[src/hdl/uhbp_pkg.sv]
// package: constants for the usb peripheral host bus port
package uhbp_pkg;
    localparam int UHBP_DATA_W = 16;
    localparam int UHBP_ADDR_W = 6;
    localparam int UHBP_SPLIT_W = 8;
    localparam int UHBP_NREG = 64;
    localparam logic [15:0] UHBP_REG_RESET = 16'h0000;
    // polarity bits: 0 = active low (reset default)
    localparam logic UHBP_POL_RESET = 1'b0;
    // strobe-to-pulse width of the frame pulse in cycles
    localparam int UHBP_SOF_PULSE_CYC = 4;
    localparam logic [2:0] UHBP_SOF_CNT_MAX = 3'h4;
endpackage

[src/hdl/uhbp_port.sv]
// host bus port: cpu strobe bus, dma handshake, interrupt and frame pulse
// ===========================================================================
// Notes on behaviour
// only act while chip select low
// drive data while select and read low
// low byte written on low strobe rise
// high byte written on high strobe rise
// separate mode: six word address lines
// mode pin low separate, high multiplexed
// mode captured at reset release
// muxed lines carry address then data
// address six pin becomes latch enable
// master keeps strobes idle through reset
// two dma request outputs, one per port
// shared pin: ack one or split strobe
// write direction: end pin is input
// read direction: device drives end pin
// interrupt low when events pending
// frame pulse low on each start-of-frame
// reset idles outputs high, data floats
// dma pin polarity programmable, default low
// split data pins driven only when selected
// unused ack pin: enable bit cleared
// unused end pin: enable bit cleared
// sixteen bit registers, byte halves
// cycle steal toggles request, burst holds
// address latched on latch enable fall
// one update per write strobe rise
`timescale 1ns/1ps
`default_nettype none
module uhbp_port
    import uhbp_pkg::*;
(
    input wire logic CORE_CLK_I,
    input wire logic RESETN_I,
    input wire logic CS_N_I,
    input wire logic RD_N_I,
    input wire logic LOW_BYTE_WRITE_STROBE_N_I,
    input wire logic HIGH_BYTE_WRITE_STROBE_N_I,
    input wire logic BUS_MODE_SELECT_I,
    input wire logic [UHBP_ADDR_W-1:0] WORD_ADDRESS_I,
    input wire logic [UHBP_DATA_W-1:0] HOST_DATA_I,
    output logic [UHBP_DATA_W-1:0] HOST_DATA_O,
    output logic HOST_DATA_OE_O,
    // core side dma status and configuration
    input wire logic [1:0] DMA_READY_I,
    input wire logic [1:0] DMA_BURST_I,
    input wire logic [1:0] DMA_READ_DIR_I,
    input wire logic [1:0] ACK_PIN_ENABLE_I,
    input wire logic [1:0] END_PIN_ENABLE_I,
    input wire logic [1:0] LAST_DATA_I,
    input wire logic [1:0] DMA_POLARITY_I,
    input wire logic SPLIT_BUS_ENABLE_I,
    input wire logic [UHBP_SPLIT_W-1:0] SPLIT_READ_DATA_I,
    output logic [1:0] DMA_REQUEST_N_O,
    input wire logic DMA_ACK_CH0_I,
    input wire logic DMA_ACK_CH1_SPLIT_STROBE_I,
    input wire logic [1:0] TRANSFER_END_I,
    output logic [1:0] TRANSFER_END_O,
    output logic [1:0] TRANSFER_END_OE_O,
    output logic [1:0] DMA_ACK_O,
    output logic SPLIT_STROBE_O,
    output logic [1:0] TRANSFER_END_IN_O,
    input wire logic [UHBP_SPLIT_W-1:0] SPLIT_DATA_I,
    output logic [UHBP_SPLIT_W-1:0] SPLIT_DATA_O,
    output logic SPLIT_DATA_OE_O,
    input wire logic EVENT_PENDING_I,
    input wire logic SOF_DETECT_I,
    output logic INTERRUPT_N_O,
    output logic FRAME_PULSE_N_O,
    output logic MUX_MODE_O
);
    // =======================================================================
    // register storage and bus state
    logic [UHBP_DATA_W-1:0] regs [UHBP_NREG];
    logic muxed, rst_seen;
    logic wl_q, wh_q, ale_q;
    logic [UHBP_ADDR_W-1:0] addr_lat;
    logic [UHBP_ADDR_W-1:0] addr, next_addr_lat;
    logic next_muxed, next_rst_seen;
    logic wl_rise, wh_rise;
    logic ale;

    // in mux mode the address-six pin is the latch enable
    assign ale = muxed ? WORD_ADDRESS_I[UHBP_ADDR_W-1] : 1'b0;
    // edge detect: a rise fires for exactly one cycle
    assign wl_rise = LOW_BYTE_WRITE_STROBE_N_I && !wl_q;
    assign wh_rise = HIGH_BYTE_WRITE_STROBE_N_I && !wh_q;
    // address from pins or from the latch
    assign addr = muxed ? addr_lat : WORD_ADDRESS_I;

    // mode capture and address latch
    always_comb begin
        next_rst_seen = 1'b1;
        next_muxed = muxed;
        if (!rst_seen) begin
            next_muxed = BUS_MODE_SELECT_I;
        end
        next_addr_lat = addr_lat;
        if (muxed && ale_q && !ale) begin
            next_addr_lat = HOST_DATA_I[6:1];
        end
    end

    always_ff @(posedge CORE_CLK_I) begin
        if (!RESETN_I) begin
            rst_seen <= 1'b0;
            muxed <= 1'b0;
            addr_lat <= '0;
            wl_q <= 1'b1;
            wh_q <= 1'b1;
            ale_q <= 1'b0;
        end else begin
            rst_seen <= next_rst_seen;
            muxed <= next_muxed;
            addr_lat <= next_addr_lat;
            wl_q <= LOW_BYTE_WRITE_STROBE_N_I;
            wh_q <= HIGH_BYTE_WRITE_STROBE_N_I;
            ale_q <= ale;
        end
    end

    // =======================================================================
    // register writes, one per byte lane; only inside chip select
    always_ff @(posedge CORE_CLK_I) begin
        if (!RESETN_I) begin
            for (int i = 0; i < UHBP_NREG; i++) begin
                regs[i] <= UHBP_REG_RESET;
            end
        end else if (!CS_N_I) begin
            if (wl_rise) begin
                regs[addr][7:0] <= HOST_DATA_I[7:0];
            end
            if (wh_rise) begin
                regs[addr][15:8] <= HOST_DATA_I[15:8];
            end
        end
    end

    // =======================================================================
    // read drive; data floats outside select and read
    logic next_hoe;
    logic [UHBP_DATA_W-1:0] next_hdata;
    always_comb begin
        next_hoe = !CS_N_I && !RD_N_I;
        next_hdata = next_hoe ? regs[addr] : '0;
    end

    always_ff @(posedge CORE_CLK_I) begin
        if (!RESETN_I) begin
            HOST_DATA_OE_O <= 1'b0;
            HOST_DATA_O <= '0;
        end else begin
            HOST_DATA_OE_O <= next_hoe;
            HOST_DATA_O <= next_hdata;
        end
    end

    // =======================================================================
    // dma handshake per channel
    logic [1:0] req_act, next_req_act;
    logic [1:0] ack_act;
    logic [1:0] next_req_n, next_end_o, next_end_oe, next_end_in;
    logic [1:0] next_ack;
    logic next_sstb;
    logic [1:0] ack_raw;
    // ch1 ack shares its pin with the split strobe
    assign ack_raw = {DMA_ACK_CH1_SPLIT_STROBE_I, DMA_ACK_CH0_I};

    generate
        for (genvar c = 0; c < 2; c++) begin : g_ch
            // polarity bit 0 means pins are active low
            assign ack_act[c] = ACK_PIN_ENABLE_I[c] &&
                (ack_raw[c] == DMA_POLARITY_I[c]) &&
                !(c == 1 && SPLIT_BUS_ENABLE_I);
            always_comb begin
                // steal drops after each ack, burst holds
                next_req_act[c] = DMA_READY_I[c] &&
                    !(ack_act[c] && !DMA_BURST_I[c] && req_act[c]);
                next_req_n[c] = next_req_act[c] ? DMA_POLARITY_I[c]
                    : !DMA_POLARITY_I[c];
                // drive end only when reading and enabled
                next_end_oe[c] = END_PIN_ENABLE_I[c] && DMA_READ_DIR_I[c];
                next_end_o[c] = (LAST_DATA_I[c] && next_end_oe[c]) ?
                    DMA_POLARITY_I[c] : !DMA_POLARITY_I[c];
                // write direction: sample end as an input
                next_end_in[c] = END_PIN_ENABLE_I[c] &&
                    !DMA_READ_DIR_I[c] &&
                    (TRANSFER_END_I[c] == DMA_POLARITY_I[c]);
                next_ack[c] = ack_act[c];
            end
        end
    endgenerate

    always_comb begin
        // strobe role only when split bus chosen
        next_sstb = SPLIT_BUS_ENABLE_I && !DMA_ACK_CH1_SPLIT_STROBE_I;
    end

    always_ff @(posedge CORE_CLK_I) begin
        if (!RESETN_I) begin
            req_act <= 2'b00;
            DMA_REQUEST_N_O <= 2'b11;
            TRANSFER_END_O <= 2'b11;
            TRANSFER_END_OE_O <= 2'b00;
            TRANSFER_END_IN_O <= 2'b00;
            DMA_ACK_O <= 2'b00;
            SPLIT_STROBE_O <= 1'b0;
        end else begin
            req_act <= next_req_act;
            DMA_REQUEST_N_O <= next_req_n;
            TRANSFER_END_O <= next_end_o;
            TRANSFER_END_OE_O <= next_end_oe;
            TRANSFER_END_IN_O <= next_end_in;
            DMA_ACK_O <= next_ack;
            SPLIT_STROBE_O <= next_sstb;
        end
    end

    // =======================================================================
    // split data bus, driven only in split mode on a read transfer
    logic next_soe;
    always_comb begin
        next_soe = SPLIT_BUS_ENABLE_I && DMA_READ_DIR_I[0];
    end

    always_ff @(posedge CORE_CLK_I) begin
        if (!RESETN_I) begin
            SPLIT_DATA_OE_O <= 1'b0;
            SPLIT_DATA_O <= '0;
        end else begin
            SPLIT_DATA_OE_O <= next_soe;
            SPLIT_DATA_O <= next_soe ? SPLIT_READ_DATA_I : '0;
        end
    end

    // =======================================================================
    // interrupt and frame pulse; a fixed width keeps a short pulse visible
    logic [2:0] sof_cnt, next_sof_cnt;
    always_comb begin
        next_sof_cnt = sof_cnt;
        if (SOF_DETECT_I) begin
            next_sof_cnt = UHBP_SOF_CNT_MAX;
        end else if (sof_cnt != 3'h0) begin
            next_sof_cnt = sof_cnt - 3'h1;
        end
    end

    always_ff @(posedge CORE_CLK_I) begin
        if (!RESETN_I) begin
            sof_cnt <= 3'h0;
            INTERRUPT_N_O <= 1'b1;
            FRAME_PULSE_N_O <= 1'b1;
            MUX_MODE_O <= 1'b0;
        end else begin
            sof_cnt <= next_sof_cnt;
            INTERRUPT_N_O <= !EVENT_PENDING_I;
            FRAME_PULSE_N_O <= (next_sof_cnt == 3'h0);
            MUX_MODE_O <= next_muxed;
        end
    end

    // =======================================================================
    // checks
    AST_RD_DRIVE: assert property (
        @(posedge CORE_CLK_I) disable iff (!RESETN_I)
        (!CS_N_I && !RD_N_I) |=> HOST_DATA_OE_O)
        else $error("data not driven on read");
    AST_RD_FLOAT: assert property (
        @(posedge CORE_CLK_I) disable iff (!RESETN_I)
        CS_N_I |=> !HOST_DATA_OE_O)
        else $error("data driven without select");
    AST_MODE_HOLD: assert property (
        @(posedge CORE_CLK_I) disable iff (!RESETN_I)
        rst_seen |=> $stable(muxed))
        else $error("bus mode changed after reset");
    AST_INT: assert property (
        @(posedge CORE_CLK_I) disable iff (!RESETN_I)
        EVENT_PENDING_I |=> !INTERRUPT_N_O)
        else $error("interrupt not asserted");
    AST_SOF: assert property (
        @(posedge CORE_CLK_I) disable iff (!RESETN_I)
        SOF_DETECT_I |=> !FRAME_PULSE_N_O [*4])
        else $error("frame pulse too short");
    AST_END_OE: assert property (
        @(posedge CORE_CLK_I) disable iff (!RESETN_I)
        !END_PIN_ENABLE_I[0] |=> !TRANSFER_END_OE_O[0])
        else $error("end pin driven while disabled");
    AST_END_IN: assert property (
        @(posedge CORE_CLK_I) disable iff (!RESETN_I)
        DMA_READ_DIR_I[0] |=> !TRANSFER_END_IN_O[0])
        else $error("end input taken while reading");
    AST_SPLIT: assert property (
        @(posedge CORE_CLK_I) disable iff (!RESETN_I)
        !SPLIT_BUS_ENABLE_I |=> !SPLIT_DATA_OE_O)
        else $error("split data driven while unused");
    AST_ACK_SPLIT: assert property (
        @(posedge CORE_CLK_I) disable iff (!RESETN_I)
        SPLIT_BUS_ENABLE_I |=> !DMA_ACK_O[1])
        else $error("channel one ack taken in split mode");
    AST_REQ_IDLE: assert property (
        @(posedge CORE_CLK_I) disable iff (!RESETN_I)
        (!DMA_READY_I[0] && !DMA_POLARITY_I[0]) |=> DMA_REQUEST_N_O[0])
        else $error("request asserted without ready");
    AST_WR_LOW: assert property (
        @(posedge CORE_CLK_I) disable iff (!RESETN_I)
        (!CS_N_I && wl_rise && !wh_rise) |=>
        regs[$past(addr)][7:0] == $past(HOST_DATA_I[7:0]))
        else $error("low byte not stored");
endmodule
`default_nettype wire

[config.mk]
export PLATFORM = sky130hd
export DESIGN_NAME = uhbp_port
export DESIGN_NICKNAME = d
export VERILOG_FILES = /design/src/hdl/uhbp_pkg.sv /design/src/hdl/uhbp_port.sv
export SDC_FILE = /design/constraint.sdc
export NUM_CORES = 2
export LEC_CHECK = 0
export ABC_AREA = 1
export BUFFER_PORTS_ARGS = -buffer_cell sky130_fd_sc_hd__buf_2
export CORE_ASPECT_RATIO = 0.6
export CORE_MARGIN = 5
export CORE_UTILIZATION = 45
export DETAILED_ROUTE_END_ITERATION = 6
export PLACE_DENSITY = 0.6
export SLEW_MARGIN = 20
export SYNTH_ARGS = -nofsm -noshare
export SYNTH_HDL_FRONTEND = slang
export SYNTH_SLANG_ARGS = --single-unit
[constraint.sdc]
create_clock -name CORE_CLK_I -period 5.7 [get_ports CORE_CLK_I]
set_input_delay 0 -clock CORE_CLK_I [delete_from_list [all_inputs] [get_ports CORE_CLK_I]]
set_output_delay 0 -clock CORE_CLK_I [all_outputs]
set_load 0.01 [all_outputs]
# After elaboration in Yosys (flattened, before gate mapping)
# Memory sizes are Yosys's and may differ from the RTL's. A register that Yosys moved wholly into a read port is not among the register bits.
# Cells that the tools add are included.
totals:
  n_memories: 1
  regBits: 39
  mem_bits_rw: 1024
  elab_cells: 92
  out_inout_bits: 40
  in_bits: 66
memory_table:
  columns: ["name", "words", "word_bits", "read_ports", "rd_ports_with_merged_regs", "wr", "line", "text"]
  rows:
  - ["regs", 64, 16, 1, 1, 64, "uhbp_port.sv:75", "logic [UHBP_DATA_W-1:0] regs [UHBP_NREG];"]
op_classes:
  muxes: 21
  addsub: 1
  eq_ne: 4
  n_reduce_logical: 46
ops:
  columns: ["op", "n"]
  rows:
  - ["logical AND 1 bit", 24]
  - ["zero test 1 bit", 17]
  - ["2-to-1 mux 16 bit", 1]
  - ["OR reduction 16 bit", 1]
  - ["2-to-1 mux 1 bit", 15]
  - ["2-to-1 mux 6 bit", 2]
  - ["2-to-1 mux 3 bit", 2]
  - ["equality test 1 bit", 4]
  - ["AND reduction 2 bit", 2]
  - ["zero test 3 bit", 1]
  - ["nonzero test 3 bit", 1]
  - ["subtractor 3 x 1 -> 3 bit (second input constant)", 1]
  - ["2-to-1 mux 2 bit", 1]

# Longest topological paths before layout
depth:
  depth_word: 8
  depth_mapped: 13
  depth_no_buf: 10

# Worst setup path after synthesis
# No wires, ideal clock.
synth_path:
  path_kind: "register to register"
  start: "register, netlist name MUX_MODE_O"
  end: "memory regs[36][10], enable pin"
  t_arrival_ns: 1.913
  n_path_buf: 3
  setup_time_ns: 0.329
  required_ns: 5.371
  period_less_slack_ns: 2.242
  path_slack_ns: 3.458
  path_stages_with_launch: 10
  cell_sequence: "dfxtp_1 > inv_2 > nand2_1 > nand2_1 > buf_4 > buf_4 > nor2_4 > buf_6 > nand3_4 > nand2_1"
synth_rtl:
  columns: ["item", "line"]
  rows:
  - ["end, declared", "uhbp_port.sv:75"]

==> flow_summary_export.csv <==
group,metric,value,unit
worst_setup_path,cp-start-kind,"register",
die,core.rowCount,96,
die,pin_count,106,
timing,tightest_slew,1.102,ns
grt,grt_max_degree,149,
logic_synthesis,synth_xor_area_frac,0.0006725,
status,status,"completed",
worst_setup_path,end_kind,"register",
timing,period_needed,4.075,ns
clock_tree,cts_tree,"done",
die,die_w,449.2,um
power_and_ir_drop,total_power,17.75,mW
logic_synthesis,synth_seq_cells,1079,
grt,overflow,0,
die,start_util,0.4546,
power_and_ir_drop,p_int,13.11,mW
worst_setup_path,crit_arrival,4.44,ns
power_and_ir_drop,p_sw,4.645,mW
timing,slew_headroom,0.2650,
timing,hold_viol_final,0,
placed_design,io_buffers,97,
logic_synthesis,synth_cells,5765,
worst_setup_path,reg2reg_slack,1.63,ns
logic_synthesis,yosysUniqueCellTypes,34,
timing,final_max_slew_viol_count,0,
route,firstDrtPassIters,6,
die,die_area,122900,um2
power_and_ir_drop,p_sw_frac,0.2617,
route,drt-initial-drc-count,4813,
timing,rsz0062_at_grt,"false",
route,drc,0,
route,ant_nets,0,
timing,min_period_over_period,0.7149,
worst_setup_path,crit_type,"register to register",
layout,nets,5830,
power_and_ir_drop,worst_ir_drop_vdd,0.2384,mV
min_path,hold_path_depth,3,
clock_tree,cts_setup_buffers,0,
timing,final-setup-viol-count,0,
clock_tree,clkLatencyLatePin,0.72,ns
grt,grt_usage,0.2360,
power_and_ir_drop,p_clk_frac,0.384,
worst_setup_path,crit_required,6.07,ns
logic_synthesis,yosys_warnings,0,
die,die_h,273.5,um
power_and_ir_drop,pwr-share-seq,0.506,
clock_tree,clock-sinks,1079,
min_path,hp-start,"SOF_DETECT_I",
clock_tree,cts_root_buf,"clkbuf_16",
logic_synthesis,synth_fp_nets,5834,
logic_synthesis,synthAdderAreaFrac,0.0007206,
worst_setup_path,reg2reg_depth,9,
min_path,hold_end,"sof_cnt[1]",
grt,antenna_found_initial,5,
power_and_ir_drop,p_per_area,308.5,nW/um2
worst_setup_path,r2r_start,"MUX_MODE_O",
grt,grt_pass1_vias,35350,
layout,stdcell_count,7361,
route,totalWireLength,146500,um
placed_design,place_inst,7105,
layout,area_growth,10.46,%
clock_tree,cts_made_buffers,101,
worst_setup_path,critPathMaxFanout,19,
logic_synthesis,synth_seq_area_share,0.6114,
power_and_ir_drop,leakage,25.40,nW
job,maxCapViolCount,0,
placed_design,place.gp.congestion,0.8284,
timing,clock_skew,0.02186,ns
logic_synthesis,synth_top_family_by_area,"simple AND/OR/NAND/NOR gates",
clock_tree,clk_pin_slew,0.07,ns
logic_synthesis,netlist_area,52090,um2
placed_design,hpwl,87490,um
min_path,worstHoldPathType,"primary input to register",
clock_tree,clockBufferDepth,3,
logic_synthesis,synth-simple-area-share,0.2585,
logic_synthesis,synthMuxAreaShare,0,
route,post_drt_wl_per_cell,19.90,um
die,coreArea,114600,um2
layout,post_route_cells_drive_above_1_share,0.08253,
timing,finalSetupTns,0,ns
timing,fmax,0.2454,GHz
grt,grt_pass1_wl,219200,um
worst_setup_path,r2r-end,"regs[26][3]",
power_and_ir_drop,power_frac_comb,0.109,
timing,fin_hold_ws,0.05830,ns
logic_synthesis,synth_compound_area_frac,0.02632,
clock_tree,cts_max_level,3,
route,vias,38050,
route,vias_per_cell,5.169,
logic_synthesis,avgSynthCellArea,9.036,um2
[worst max-delay path, cell delays in order, from the launching register on]
cell	delay [ns]
dfxtp_1	0.72
inv_2	0.18
nand2_1	0.10
nand2_1	0.13
nor2_4	0.47
inv_1	0.26
nor2_4	0.70
buf_4	0.47
nand3_2	0.25
nand2_1	0.43
[cells in the mapped netlist (all sizes together)]
cell	instances	area, um2
nand2	1405	5274
nor2	1105	4243
edfxtp	1024	30750
inv	1002	3766
nand3	564	3684
buf	179	992.2
clkbuf	153	574.3
o21ai	143	734.5
o211ai	64	480.5
dfxtp	55	1101
a21oi	28	140.1
nand4	16	100.1
nor3	15	146.4
ha	3	37.54
nor4	2	12.51
xnor2	2	17.52
xor2	2	17.52
a2111oi	1	8.760
a21boi	1	7.510
or2	1	6.260
[power by group through the flow]
stage	combinational, mW	clock, mW	sequential (mW)
floorplan	1.19	0	9.14
global placement	1.86	0	9.15
detailed placement	1.87	0	9.16
CTS	1.92	6.91	8.99
global route	2.12	7.25	9.01
finish	1.94	6.82	8.99
[cell usage in the layout, fill, tap and decap left out, types with 16 or more instances in the layout]
cell type,count
nand2_1,1403
nor2_1,1093
edfxtp_1,1024
inv_1,979
nand3_1,440
clkbuf_16,105
o21ai_0,101
buf_2,96
nand3_2,92
dlygate4sd3_1,71
o211ai_1,64
dfxtp_1,55
buf_4,46
clkinv_2,39
o21ai_1,39
nand3_4,32
a21oi_1,28
nand4_1,16
clkinv_1,16
[kinds of logic after synthesis]
family	after synthesis
and+or+nand+nor	3108
buffers and inverters	1334
DFF	1079
AOI/OAI and AO/OA	237
xor gates and xnor gates	4
adders and majority gates	3
[per-stage QoR]
stage               setup slack (ns)  utilization  instance area, um2
floorplan                      3.458            -               52090
global placement               1.766       0.4674               53560
detailed placement             1.680       0.4674               53560
CTS                            1.650       0.5020               57520
global route                   1.388       0.5021               57540
finish                         1.625       0.5021               57540
[how the worst max path moves through the flow]
stage	to	slack, ns	cells past startpoint	start
global placement	regs[18][4]	1.77	9	MUX_MODE_O
CTS	regs[26][3]	1.65	9	MUX_MODE_O
global route	HOST_DATA_O[14]	1.39	11	MUX_MODE_O
finish	regs[26][3]	1.63	9	MUX_MODE_O
floorplan	regs[36][10]	3.46	9	MUX_MODE_O
detailed placement	regs[26][2]	1.68	9	MUX_MODE_O
[registers in the layout, indices dropped and copies added (netlist names)]
| signal | flops |
|---|---|
| sof_cnt | 3 |
| HOST_DATA_OE_O | 1 |
| TRANSFER_END_O | 2 |
| SPLIT_DATA_O | 8 |
| HOST_DATA_O | 16 |
| regs | 1024 |
| wh_q | 1 |
| ale_q | 1 |
| FRAME_PULSE_N_O | 1 |
| MUX_MODE_O | 1 |
| INTERRUPT_N_O | 1 |
| DMA_ACK_O | 2 |
| wl_q | 1 |
| DMA_REQUEST_N_O | 2 |
| addr_lat | 6 |
| TRANSFER_END_OE_O | 2 |
| req_act | 2 |
| SPLIT_DATA_OE_O | 1 |
| TRANSFER_END_IN_O | 2 |
| SPLIT_STROBE_O | 1 |
| rst_seen | 1 |
[area by class of cell]
type	count	area, um2
Antenna cell	2	5.005
Multi-Input combinational cell	3352	14980
Clock inverter	57	481.7
Clock buffer	125	2773
Timing Repair Buffer	225	1763
Tap cell	1519	1901
Fill cell	10660	57050
Inverter	1002	3784
Sequential cell	1079	31850
[metal layers]
| layer | routed length [um] | vias to the layer above | global-route usage |
|---|---|---|---|
| met1 | 67750 | 18230 | 0.3621 |
| li1 | - | 18130 | - |
| met2 | 58980 | 1532 | 0.3287 |
| met3 | 17370 | 161 | 0.07395 |
| met4 | 2411 | 0 | 0.04394 |
| met5 | 0 | - | 0 |
[repair_timing]
action / 4_1_cts / 5_1_grt
hold endpoints to repair: 164 / 0
gates resized for setup: 0 / 0
hold buffers: 71 / 0
Power figures use the tool's default switching activity.
